--- src/design/droop_pkg.sv ---
// Contract
// RL1 - Droop threshold is six binary-weighted bits 7..2, 3200 mV down to 100 mV.
// RL2 - Threshold resets to 0x6c for two to four cells, 0x04 for one cell.
// RL3 - Tracking bit 1 makes threshold two copy threshold one; resets disabled.
// RL4 - Bit 0 enables fast role swap; reads zero after reset.
// RL5 - Fast swap enable rising turns power stage off about 50 us.
// RL6 - High-impedance enable forces the fast swap enable bit to zero.
// RL7 - Host should not change fast swap enable during reverse boost.
// RL8 - Boost writes outside 3 V to 24 V are ignored; old value kept.
// RL9 - Boost voltage is twelve weighted bits 13..2; bit 13 adds 16384 mV.
// RL10 - Boost voltage register resets to 09c4h.
// RL11 - Boost bits 15..14 written one is invalid; bits 1..0 do nothing.
// RL12 - Boost voltage is sum of set weights; lowest field bit adds 8 mV.
// RL13 - Droop threshold adds 3.2 V offset; one cell keeps low three bits.
// RL14 - Rail below threshold two for 5 us deglitch raises droop flag.
package droop_pkg;

	// ==========================================================
	// Register byte addresses on the serial bus
	localparam logic [7:0] BOOST_LO_ADDR = 8'h06;
	localparam logic [7:0] BOOST_HI_ADDR = 8'h07;
	localparam logic [7:0] DROOP_ADDR = 8'h3e;

	// ==========================================================
	// Reset values and field positions
	localparam logic [15:0] BOOST_RESET = 16'h09c4;
	localparam logic [7:0] DROOP_RESET_MULTI = 8'h6c;
	localparam logic [7:0] DROOP_RESET_SINGLE = 8'h04;
	localparam int BOOST_FIELD_LSB = 2;
	localparam int BOOST_FIELD_MSB = 13;
	localparam int DROOP_FIELD_LSB = 2;
	localparam int DROOP_TRACK_BIT = 1;
	localparam int DROOP_SWAP_BIT = 0;

	// ==========================================================
	// Voltage scaling
	localparam logic [14:0] BOOST_MIN_MV = 15'h0bb8;
	localparam logic [14:0] BOOST_MAX_MV = 15'h5dc0;
	localparam int BOOST_LSB_SHIFT = 3;
	localparam logic [13:0] THRESH_OFFSET_MV = 14'h0c80;
	localparam logic [13:0] THRESH_STEP_MV = 14'h0064;
	localparam logic [5:0] SINGLE_CELL_MASK = 6'h07;

	// ==========================================================
	// Timing
	localparam int CLK_MHZ = 250;
	localparam int DROOP_DEGLITCH_US = 5;
	localparam int DROOP_DEGLITCH_CYCLES = DROOP_DEGLITCH_US * CLK_MHZ;
	localparam int SWAP_BLANK_US = 50;
	localparam int SWAP_BLANK_CYCLES = SWAP_BLANK_US * CLK_MHZ;

	// ==========================================================
	// Serial engine states
	typedef enum logic [4:0] {
		ST_IDLE = 5'b00001,
		ST_RX = 5'b00010,
		ST_ACK = 5'b00100,
		ST_TX = 5'b01000,
		ST_MACK = 5'b10000
	} ser_state_e;

	typedef enum logic [2:0] {
		PH_ADDR = 3'h1,
		PH_PTR = 3'h2,
		PH_DATA = 3'h4
	} ser_phase_e;

endpackage : droop_pkg

--- src/design/droop_ctl_if.sv ---
`timescale 1ns/1ps
// Carries the trigger and status lines between the register block and its timers
interface droop_ctl_if;
	logic swap_start;
	logic stage_off;
	logic rail_below;
	logic droop_seen;

	modport regs (output swap_start, output rail_below, input stage_off, input droop_seen);
	modport blank (input swap_start, output stage_off);
	modport filt (input rail_below, output droop_seen);
endinterface : droop_ctl_if

--- src/design/droop_deglitch.sv ---
`timescale 1ns/1ps
module droop_deglitch #(
	parameter int unsigned CYCLES = 1250
) (
	input wire logic ref_clk,
	input wire logic sys_rst,
	droop_ctl_if.filt ctl
);
	localparam int W = $clog2(CYCLES + 1);

	logic [W-1:0] cnt_q, cnt_d;
	logic seen_q, seen_d;

	// ==========================================================
	// Deglitch filter
	// Any cycle above threshold restarts the count, so short dips never flag
	always_comb begin
		cnt_d = '0;
		seen_d = 1'b0;
		// RL14 fixed deglitch
		if (ctl.rail_below) begin
			if (cnt_q == W'(CYCLES)) begin
				cnt_d = cnt_q;
				seen_d = 1'b1;
			end else begin
				cnt_d = cnt_q + 1'b1;
				seen_d = (cnt_q == W'(CYCLES - 1));
			end
		end
	end

	always_ff @(posedge ref_clk) begin
		if (sys_rst) begin
			cnt_q <= '0;
			seen_q <= 1'b0;
		end else begin
			cnt_q <= cnt_d;
			seen_q <= seen_d;
		end
	end

	assign ctl.droop_seen = seen_q;

endmodule : droop_deglitch

--- src/design/swap_blank_timer.sv ---
`timescale 1ns/1ps
module swap_blank_timer #(
	parameter int unsigned CYCLES = 12500
) (
	input wire logic ref_clk,
	input wire logic sys_rst,
	droop_ctl_if.blank ctl
);
	localparam int W = $clog2(CYCLES + 1);

	logic [W-1:0] cnt_q, cnt_d;
	logic off_q, off_d;

	// ==========================================================
	// Blanking window
	// A fresh trigger restarts the window rather than extending from the old one
	always_comb begin
		cnt_d = cnt_q;
		off_d = off_q;
		// RL5 power stage off
		if (ctl.swap_start) begin
			cnt_d = W'(CYCLES - 1);
			off_d = 1'b1;
		end else if (cnt_q != '0) begin
			cnt_d = cnt_q - 1'b1;
		end else begin
			off_d = 1'b0;
		end
	end

	always_ff @(posedge ref_clk) begin
		if (sys_rst) begin
			cnt_q <= '0;
			off_q <= 1'b0;
		end else begin
			cnt_q <= cnt_d;
			off_q <= off_d;
		end
	end

	assign ctl.stage_off = off_q;

endmodule : swap_blank_timer

--- src/design/sys_droop_and_boost_volt_regs.sv ---
`timescale 1ns/1ps
module sys_droop_and_boost_volt_regs
	import droop_pkg::*;
#(
	parameter logic [6:0] DEV_ADDR = 7'h2a, // Bus address, value arbitrary
	parameter int unsigned SWAP_BLANK_LEN = SWAP_BLANK_CYCLES
) (
	input wire logic ref_clk,
	input wire logic sys_rst,
	input wire logic cell_single,
	input wire logic scl_in,
	input wire logic sda_in,
	output logic sda_out,
	output logic sda_oe,
	input wire logic high_impedance_enable,
	input wire logic [5:0] sys_droop_thresh_one,
	input wire logic [13:0] sys_rail_mv,
	output logic [11:0] boost_dac_code,
	output logic fast_swap_enable,
	output logic power_stage_off,
	output logic [13:0] sys_droop_thresh_two_mv,
	output logic sys_droop_flag
);

	// ==========================================================
	// Bus line history
	logic scl_q, sda_q;
	logic scl_rise, scl_fall, bus_start, bus_stop;

	always_ff @(posedge ref_clk) begin
		if (sys_rst) begin
			scl_q <= 1'b1;
			sda_q <= 1'b1;
		end else begin
			scl_q <= scl_in;
			sda_q <= sda_in;
		end
	end

	// Edges and bus conditions; data may only change while the clock is low
	assign scl_rise = scl_in & ~scl_q;
	assign scl_fall = ~scl_in & scl_q;
	assign bus_start = scl_in & scl_q & sda_q & ~sda_in;
	assign bus_stop = scl_in & scl_q & ~sda_q & sda_in;

	// ==========================================================
	// Serial engine
	ser_state_e st_q, st_d;
	ser_phase_e ph_q, ph_d;
	logic [7:0] shift_q, shift_d;
	logic [7:0] tx_q, tx_d;
	logic [7:0] ptr_q, ptr_d;
	logic [3:0] cnt_q, cnt_d;
	logic rd_q, rd_d;
	logic nack_q, nack_d;
	logic wr_stb;
	logic [7:0] rd_byte_cur, rd_byte_next;

	// Read data is picked at the moment a byte is loaded, not while it shifts
	function automatic logic [7:0] read_byte(input logic [7:0] addr,
		input logic [11:0] boost, input logic [7:0] droop);
		logic [7:0] val;
		val = 8'h00;
		case (addr)
			BOOST_LO_ADDR: val = {boost[5:0], 2'b00};
			BOOST_HI_ADDR: val = {2'b00, boost[11:6]};
			DROOP_ADDR: val = droop;
			default: val = 8'h00;
		endcase
		return val;
	endfunction : read_byte

	logic [11:0] boost_q, boost_d;
	logic [5:0] thresh_q, thresh_d;
	logic track_q, track_d;
	logic swap_q, swap_d;

	assign rd_byte_cur = read_byte(ptr_q, boost_q, {thresh_q, track_q, swap_q});
	assign rd_byte_next = read_byte(8'(ptr_q + 8'h01), boost_q, {thresh_q, track_q, swap_q});

	// Next state of the serial engine; start and stop override any byte in flight
	always_comb begin
		st_d = st_q;
		ph_d = ph_q;
		shift_d = shift_q;
		tx_d = tx_q;
		ptr_d = ptr_q;
		cnt_d = cnt_q;
		rd_d = rd_q;
		nack_d = nack_q;
		wr_stb = 1'b0;
		if (bus_start) begin
			st_d = ST_RX;
			ph_d = PH_ADDR;
			cnt_d = 4'h0;
		end else if (bus_stop) begin
			st_d = ST_IDLE;
		end else begin
			case (st_q)
				ST_IDLE: begin
					cnt_d = 4'h0;
				end
				ST_RX: begin
					if (scl_rise && cnt_q != 4'h8) begin
						shift_d = {shift_q[6:0], sda_in};
						cnt_d = cnt_q + 4'h1;
					end else if (scl_fall && cnt_q == 4'h8) begin
						cnt_d = 4'h0;
						st_d = ST_ACK;
						case (ph_q)
							PH_ADDR: begin
								rd_d = shift_q[0];
								if (shift_q[7:1] != DEV_ADDR) begin
									st_d = ST_IDLE;
								end
							end
							PH_PTR: ptr_d = shift_q;
							default: wr_stb = 1'b1;
						endcase
					end
				end
				ST_ACK: begin
					if (scl_fall) begin
						st_d = ST_RX;
						if (ph_q == PH_ADDR && rd_q) begin
							st_d = ST_TX;
							tx_d = rd_byte_cur;
						end else if (ph_q == PH_ADDR) begin
							ph_d = PH_PTR;
						end else if (ph_q == PH_PTR) begin
							ph_d = PH_DATA;
						end else begin
							ptr_d = 8'(ptr_q + 8'h01);
						end
					end
				end
				ST_TX: begin
					if (scl_fall) begin
						if (cnt_q == 4'h7) begin
							cnt_d = 4'h0;
							st_d = ST_MACK;
						end else begin
							tx_d = {tx_q[6:0], 1'b0};
							cnt_d = cnt_q + 4'h1;
						end
					end
				end
				ST_MACK: begin
					if (scl_rise) begin
						nack_d = sda_in;
					end else if (scl_fall) begin
						if (nack_q) begin
							st_d = ST_IDLE;
						end else begin
							st_d = ST_TX;
							ptr_d = 8'(ptr_q + 8'h01);
							tx_d = rd_byte_next;
						end
					end
				end
				default: st_d = ST_IDLE;
			endcase
		end
	end

	always_ff @(posedge ref_clk) begin
		if (sys_rst) begin
			st_q <= ST_IDLE;
			ph_q <= PH_ADDR;
			shift_q <= 8'h00;
			tx_q <= 8'h00;
			ptr_q <= 8'h00;
			cnt_q <= 4'h0;
			rd_q <= 1'b0;
			nack_q <= 1'b1;
		end else begin
			st_q <= st_d;
			ph_q <= ph_d;
			shift_q <= shift_d;
			tx_q <= tx_d;
			ptr_q <= ptr_d;
			cnt_q <= cnt_d;
			rd_q <= rd_d;
			nack_q <= nack_d;
		end
	end

	// Open-drain data line: only ever pulled low, released otherwise
	assign sda_out = 1'b0;
	assign sda_oe = (st_q == ST_ACK) || (st_q == ST_TX && !tx_q[7]);

	// ==========================================================
	// Boost voltage register
	// The low byte waits in a stage so a 16-bit write is judged as a whole
	logic [7:0] stage_q, stage_d;
	logic stage_pend_q, stage_pend_d;
	logic [15:0] cand;
	logic cand_take;
	logic [14:0] cand_mv;

	always_comb begin
		stage_d = stage_q;
		stage_pend_d = stage_pend_q;
		cand = {2'b00, boost_q, 2'b00};
		cand_take = 1'b0;
		if (wr_stb && ptr_q == BOOST_LO_ADDR) begin
			stage_d = shift_q;
			stage_pend_d = 1'b1;
		end else if (wr_stb && ptr_q == BOOST_HI_ADDR) begin
			cand = {shift_q, stage_pend_q ? stage_q : {boost_q[5:0], 2'b00}};
			cand_take = 1'b1;
			stage_pend_d = 1'b0;
		end else if (bus_stop && stage_pend_q) begin
			// Lone low-byte write commits when the transfer ends
			cand = {2'b00, boost_q[11:6], stage_q};
			cand_take = 1'b1;
			stage_pend_d = 1'b0;
		end
	end

	// RL12 sum of weights
	assign cand_mv = 15'(cand[BOOST_FIELD_MSB:BOOST_FIELD_LSB]) << BOOST_LSB_SHIFT;

	always_comb begin
		boost_d = boost_q;
		// RL8 range gate
		// RL11 reserved high bits
		if (cand_take && cand[15:14] == 2'b00 && cand_mv >= BOOST_MIN_MV
			&& cand_mv <= BOOST_MAX_MV) begin
			// RL9 field bits 13..2
			boost_d = cand[BOOST_FIELD_MSB:BOOST_FIELD_LSB];
		end
	end

	always_ff @(posedge ref_clk) begin
		if (sys_rst) begin
			// RL10 reset value
			boost_q <= BOOST_RESET[BOOST_FIELD_MSB:BOOST_FIELD_LSB];
			stage_q <= 8'h00;
			stage_pend_q <= 1'b0;
		end else begin
			boost_q <= boost_d;
			stage_q <= stage_d;
			stage_pend_q <= stage_pend_d;
		end
	end

	assign boost_dac_code = boost_q;

	// ==========================================================
	// Droop threshold register
	logic single_q;
	logic swap_prev_q;
	logic [5:0] th2_code;
	logic [13:0] th2_mv_q, th2_mv_d;
	droop_ctl_if ctl ();

	always_comb begin
		thresh_d = thresh_q;
		track_d = track_q;
		swap_d = swap_q;
		if (wr_stb && ptr_q == DROOP_ADDR) begin
			// RL1 weighted field
			thresh_d = shift_q[7:DROOP_FIELD_LSB];
			// RL3 tracking bit
			track_d = shift_q[DROOP_TRACK_BIT];
			// RL4 swap enable bit
			swap_d = shift_q[DROOP_SWAP_BIT];
		end
		// RL6 high impedance wins
		if (high_impedance_enable) begin
			swap_d = 1'b0;
		end
	end

	// Strap is taken under the synchronous reset, so reset value follows the cell count
	always_ff @(posedge ref_clk) begin
		if (sys_rst) begin
			single_q <= cell_single;
			// RL2 strap-dependent reset
			thresh_q <= cell_single ? DROOP_RESET_SINGLE[7:DROOP_FIELD_LSB]
				: DROOP_RESET_MULTI[7:DROOP_FIELD_LSB];
			track_q <= 1'b0;
			swap_q <= 1'b0;
			swap_prev_q <= 1'b0;
		end else begin
			thresh_q <= thresh_d;
			track_q <= track_d;
			swap_q <= swap_d;
			swap_prev_q <= swap_q;
		end
	end

	// RL3 follow threshold one
	// RL13 single cell mask
	assign th2_code = (track_q ? sys_droop_thresh_one : thresh_q)
		& (single_q ? SINGLE_CELL_MASK : 6'h3f);

	// RL13 fixed offset
	assign th2_mv_d = 14'(THRESH_OFFSET_MV + 14'(th2_code) * THRESH_STEP_MV);

	always_ff @(posedge ref_clk) begin
		if (sys_rst) begin
			th2_mv_q <= THRESH_OFFSET_MV;
		end else begin
			th2_mv_q <= th2_mv_d;
		end
	end

	// ==========================================================
	// Timers
	// RL5 rising edge only
	assign ctl.swap_start = swap_q & ~swap_prev_q;
	// RL14 compare rail
	assign ctl.rail_below = sys_rail_mv < th2_mv_q;

	swap_blank_timer #(
		.CYCLES(SWAP_BLANK_LEN)
	) u_blank (
		.ref_clk(ref_clk),
		.sys_rst(sys_rst),
		.ctl(ctl.blank)
	);

	droop_deglitch #(
		.CYCLES(DROOP_DEGLITCH_CYCLES)
	) u_deglitch (
		.ref_clk(ref_clk),
		.sys_rst(sys_rst),
		.ctl(ctl.filt)
	);

	assign fast_swap_enable = swap_q;
	assign power_stage_off = ctl.stage_off;
	assign sys_droop_thresh_two_mv = th2_mv_q;
	assign sys_droop_flag = ctl.droop_seen;

endmodule : sys_droop_and_boost_volt_regs

--- config.mk ---
export PLATFORM = sky130hd
export DESIGN_NAME = sys_droop_and_boost_volt_regs
export DESIGN_NICKNAME = d
export VERILOG_FILES = /design/src/design/droop_pkg.sv /design/src/design/droop_ctl_if.sv /design/src/design/droop_deglitch.sv /design/src/design/swap_blank_timer.sv /design/src/design/sys_droop_and_boost_volt_regs.sv
export SDC_FILE = /design/constraint.sdc
export NUM_CORES = 1
export LEC_CHECK = 0
export BUFFER_PORTS_ARGS = -buffer_cell sky130_fd_sc_hd__buf_4
export CORE_UTILIZATION = 30
export CTS_BUF_LIST = sky130_fd_sc_hd__clkbuf_2
export DETAILED_ROUTE_END_ITERATION = 8
export GPL_ROUTABILITY_DRIVEN = 1
export SETUP_SLACK_MARGIN = 0.4
export SYNTH_ARGS = -nofsm -noshare
export SYNTH_HDL_FRONTEND = slang
export SYNTH_SLANG_ARGS = --single-unit
--- constraint.sdc ---
create_clock -name ref_clk -period 7.17 [get_ports ref_clk]
set_input_delay 0.3585 -clock ref_clk [delete_from_list [all_inputs] [get_ports ref_clk]]
set_output_delay 0.3585 -clock ref_clk [all_outputs]
set_load 0.05 [all_outputs]
==> summary.txt <==
Worst setup path
  – Data required, critical path: 7.79 ns
  – Endpoint arrival time on the critical path: 4.27 ns
  – Crit. End Element: flop
  – Largest driver fanout on the critical path: 9
  – Critical path startpoint category: flop
  – Crit path kind: reg -> reg

Status
  – Run status: complete, no violations

Power
  – Relative contribution of the clock network to total power: 21.0%
  – Net switching fraction of the power: 37.22%
  – Combinational power share: 30.0%
  – Flop pwr share: 49.0%
  – Leak: 2.793 nW
  – Power density normalized to cell area: 200.0 mW/mm^2
  – Switching power: 0.5288 mW
  – Internal: 0.8919 mW
  – Largest vdd supply drop: 0.1433 mV

Global routing
  – Fraction of met1 tracks used by global routing: 21.51%
  – Via count of the first global-routing pass: 5122
  – Number of antenna violations at the first check in global routing: 1
  – First-pass GRT wire length: 26980 um
  – GR Util met2: 23.58%
  – Global-route usage over all layers: 15.40%
  – GR Util met3: 3.519%
  – Most congested layer reported by global routing: met2
  – Overall overflow remaining after global route: 0
  – Largest net degree at the start of global routing: 85

Floorplan
  – Standard-cell rows: 52
  – IO Pins: 57
  – Core area: 0.02049 sq mm
  – Initial core utilization: 30.98%
  – Die outline width: 147.5 um
  – Die Ht: 147.5 um
  – Area enclosed by the die boundary: 0.02175 sq mm

Clock tree
  – Number of buffers between clock root and the deepest sink: 2
  – Resized cells post-CTS: 0
  – Clock slew seen by the registers of the worst setup and hold paths: 0.34 ns
  – Number of buffers created by CTS: 9
  – Total number of clock tree sinks: 108
  – Clock tree root driver cell: sky130_fd_sc_hd__clkbuf_2
  – Skew-Pair Late Insertion Delay: 0.68 ns
  – CTS HTree Levels: 3
  – TritonCTS clock tree: yes

Place
  – Post-place instance area: 0.006922 sq mm
  – Total of buffers placed on input and output ports: 51
  – Total half-perimeter wirelength after legalization and detailed placement: 11290 um
  – Final RePlAce weighted congestion: 0.8735

Layout
  – Fraction of layout instances using a drive strength above 1: 11.60%
  – Multi-input gate area: 0.003834 sq mm
  – Most frequent cells in the layout: sky130_fd_sc_hd__dfxtp_1 (101), sky130_fd_sc_hd__nor2_1 (82), sky130_fd_sc_hd__nand2_1 (77), sky130_fd_sc_hd__buf_4 (53)
  – Layout overhead on the synthesized area: 11.86%
  – Number of nets in the layout: 859
  – Post-route cell area: 0.007102 sq mm
  – Area used by sequential logic in the layout: 0.002232 sq mm
  – Number of fill cells in the layout: 2163
  – Most frequent standard cell in the layout excluding fill and tap cells: sky130_fd_sc_hd__dfxtp_1

STA
  – Slew Viols, Final: 0
  – Final hold viol count: 0
  – Number of endpoints failing setup at the final stage: 0
  – Crit share post-route: 50.91%
  – Minimum clock period: 3.650 ns
  – Achievable Freq: 0.2740 GHz
  – Worst clock skew: 0.05394 ns
  – Unrepaired setup endpoints after global routing: false
  – Transition at the pin with the smallest max-transition slack: 1.041 ns
  – Setup_tns: 0 ns
  – Worst slew margin relative to its limit: 30.41%

Routing
  – Drt initial violations: 452
  – DRC violations left: 0
  – Via count: 5494
  – Per-cell routed wire length: 15.03 um
  – Number of antenna-violating nets in the routed design: 0
  – Via density per instance: 5.164
  – Total iterations of the first detailed-routing run: 5
  – Final wirelength: 15990 um

Yosys
  – Mapped Cells: 757
  – Dominant synthesized flop cell: sky130_fd_sc_hd__dfxtp_1
  – Library cell with the largest summed area after synthesis: sky130_fd_sc_hd__dfxtp_1
  – Netlist cell types: 69
  – Area of the mapped netlist: 0.006349 sq mm
  – Average footprint of a synthesized cell: 8.387 sq um
  – Async set-or-reset flop fraction in the synthesized netlist: 0%
  – Number of enable flip-flop cells after synthesis: 7
  – Register area share after synthesis: 35.16%
  – Total of flip-flops plus latches after synthesis: 108
  – Share of the synthesized area in the top cell type: 31.85%
  – Yosys Warn Count: 0
  – Main area contributors after synthesis: sky130_fd_sc_hd__dfxtp_1 (32%), sky130_fd_sc_hd__ha_1 (8.7%), sky130_fd_sc_hd__nor2_1 (4.8%)

Hold path
  – Path type of the worst min-delay path: in -> reg

Run
  – Count of max-cap constraint violations: 0
[cells by family after synthesis]
logic type      count (synthesis)  synth area share (%)
compound gates                152                 16.06
xor+xnor                       32                 4.415
fa+ha+maj                      45                 8.987
buf+inv                        73                 4.573
flops                         108                 35.16
mux                            29                 4.690
other cells                     1               0.05907
simple gates                  317                 26.05
[flip-flops by register name (all words and copies together) (netlist names)]
signal	count
boost_dac_code	12
cnt_q	4
fast_swap_enable	1
nack_q	1
ph_q	3
ptr_q	8
rd_q	1
scl_q	1
sda_q	1
shift_q	8
single_q	1
st_q	5
stage_pend_q	1
stage_q	6
swap_prev_q	1
sys_droop_thresh_two_mv	12
thresh_q	6
track_q	1
tx_q	8
u_blank.cnt_q	14
u_blank.ctl.stage_off	1
u_deglitch.cnt_q	11
u_deglitch.ctl.droop_seen	1
[critical path, stage by stage (launching register included)]
cell                      delay [ns]
sky130_fd_sc_hd__dfxtp_1        0.65
sky130_fd_sc_hd__mux2_2         0.42
sky130_fd_sc_hd__ha_1           0.30
sky130_fd_sc_hd__ha_1           0.31
sky130_fd_sc_hd__ha_1           0.34
sky130_fd_sc_hd__fa_1           0.47
sky130_fd_sc_hd__a21oi_1        0.15
sky130_fd_sc_hd__nor2_1         0.05
sky130_fd_sc_hd__nor2_1         0.15
sky130_fd_sc_hd__xnor2_1        0.20
sky130_fd_sc_hd__a21oi_1        0.09
sky130_fd_sc_hd__nor2b_1        0.15
sky130_fd_sc_hd__or3_1          0.34
[power groups by stage]
stage / registers (mW) / clock network (mW) / logic (mW)
floorplan: 0.743 / 0 / 0.296
global placement: 0.707 / 0 / 0.419
detailed placement: 0.707 / 0 / 0.422
CTS: 0.697 / 0.312 / 0.428
global route: 0.706 / 0.340 / 0.483
finish: 0.697 / 0.298 / 0.426
[Yosys cell counts, types with 8 or more instances]
cell / n
sky130_fd_sc_hd__a21o_1: 9
sky130_fd_sc_hd__a21oi_1: 44
sky130_fd_sc_hd__a221oi_1: 8
sky130_fd_sc_hd__and3_1: 12
sky130_fd_sc_hd__clkbuf_1: 32
sky130_fd_sc_hd__dfxtp_1: 101
sky130_fd_sc_hd__ha_1: 44
sky130_fd_sc_hd__inv_1: 32
sky130_fd_sc_hd__mux2i_1: 23
sky130_fd_sc_hd__nand2_1: 77
sky130_fd_sc_hd__nand2b_1: 16
sky130_fd_sc_hd__nand3_1: 22
sky130_fd_sc_hd__nor2_1: 82
sky130_fd_sc_hd__nor2b_1: 16
sky130_fd_sc_hd__nor3_1: 24
sky130_fd_sc_hd__nor4_1: 17
sky130_fd_sc_hd__o21ai_0: 25
sky130_fd_sc_hd__xnor2_1: 22
sky130_fd_sc_hd__xor2_1: 10
[metrics by stage]
stage / total power, mW / cells / setup slack [ns] / hold slack (ns) / utilization, %
2_1_floorplan: 1.039 / 759 / 3.659 / 0.4353 / -
3_3_place_gp: 1.127 / 1041 / 3.508 / 0.4541 / 33.77
3_5_place_dp: 1.129 / 1041 / 3.544 / 0.4518 / 33.77
4_1_cts: 1.438 / 1062 / 3.525 / 0.02405 / 34.59
5_1_grt: 1.529 / 1064 / 3.304 / 0.007190 / 34.65
6_report: 1.421 / 1064 / 3.520 / 0.07461 / 34.65
[cell type report]
cell class              count  area share (%)
multi-input cells         578           53.98
flip-flops and latches    108           31.43
repair buffers             59           6.448
well taps                 270           4.757
inverters                  32           1.691
clock inverters             7           1.022
clock buffers               9          0.6342
diodes                      1         0.03524
[metal layers]
layer | vias up | share of wire, % | wire length, um
met5 | - | 0 | 0
met4 | 0 | 1.2 | 185
met3 | 14 | 5.9 | 944
met2 | 170 | 44 | 7003
met1 | 2549 | 49 | 7861
li1 | 2761 | - | -
[what timing repair did]
| action | in CTS | in global routing |
|---|---|---|
| buffers inserted | 0 | 0 |
| hold endpoints to repair | 23 | 1 |
| hold buffers | 5 | 1 |
[final timing paths]
check / endpoint / slack, ns / start / depth (start not counted)
hold reg to reg: u_blank.ctl.stage_off$_SDFFE_PP0P_ / 0.48 / u_blank.ctl.stage_off$_SDFFE_PP0P_ / 2
setup reg to reg: sys_droop_thresh_two_mv[11]$_SDFF_PP1_ / 3.52 / track_q$_SDFFE_PP0P_ / 12
hold / removal: sys_droop_thresh_two_mv[2]$_SDFF_PP0_ / 0.07 / sys_droop_thresh_one[0] / 3
setup / recovery: sys_droop_thresh_two_mv[11]$_SDFF_PP1_ / 3.52 / track_q$_SDFFE_PP0P_ / 12
No activity file was read; power rests on OpenSTA's default activity.
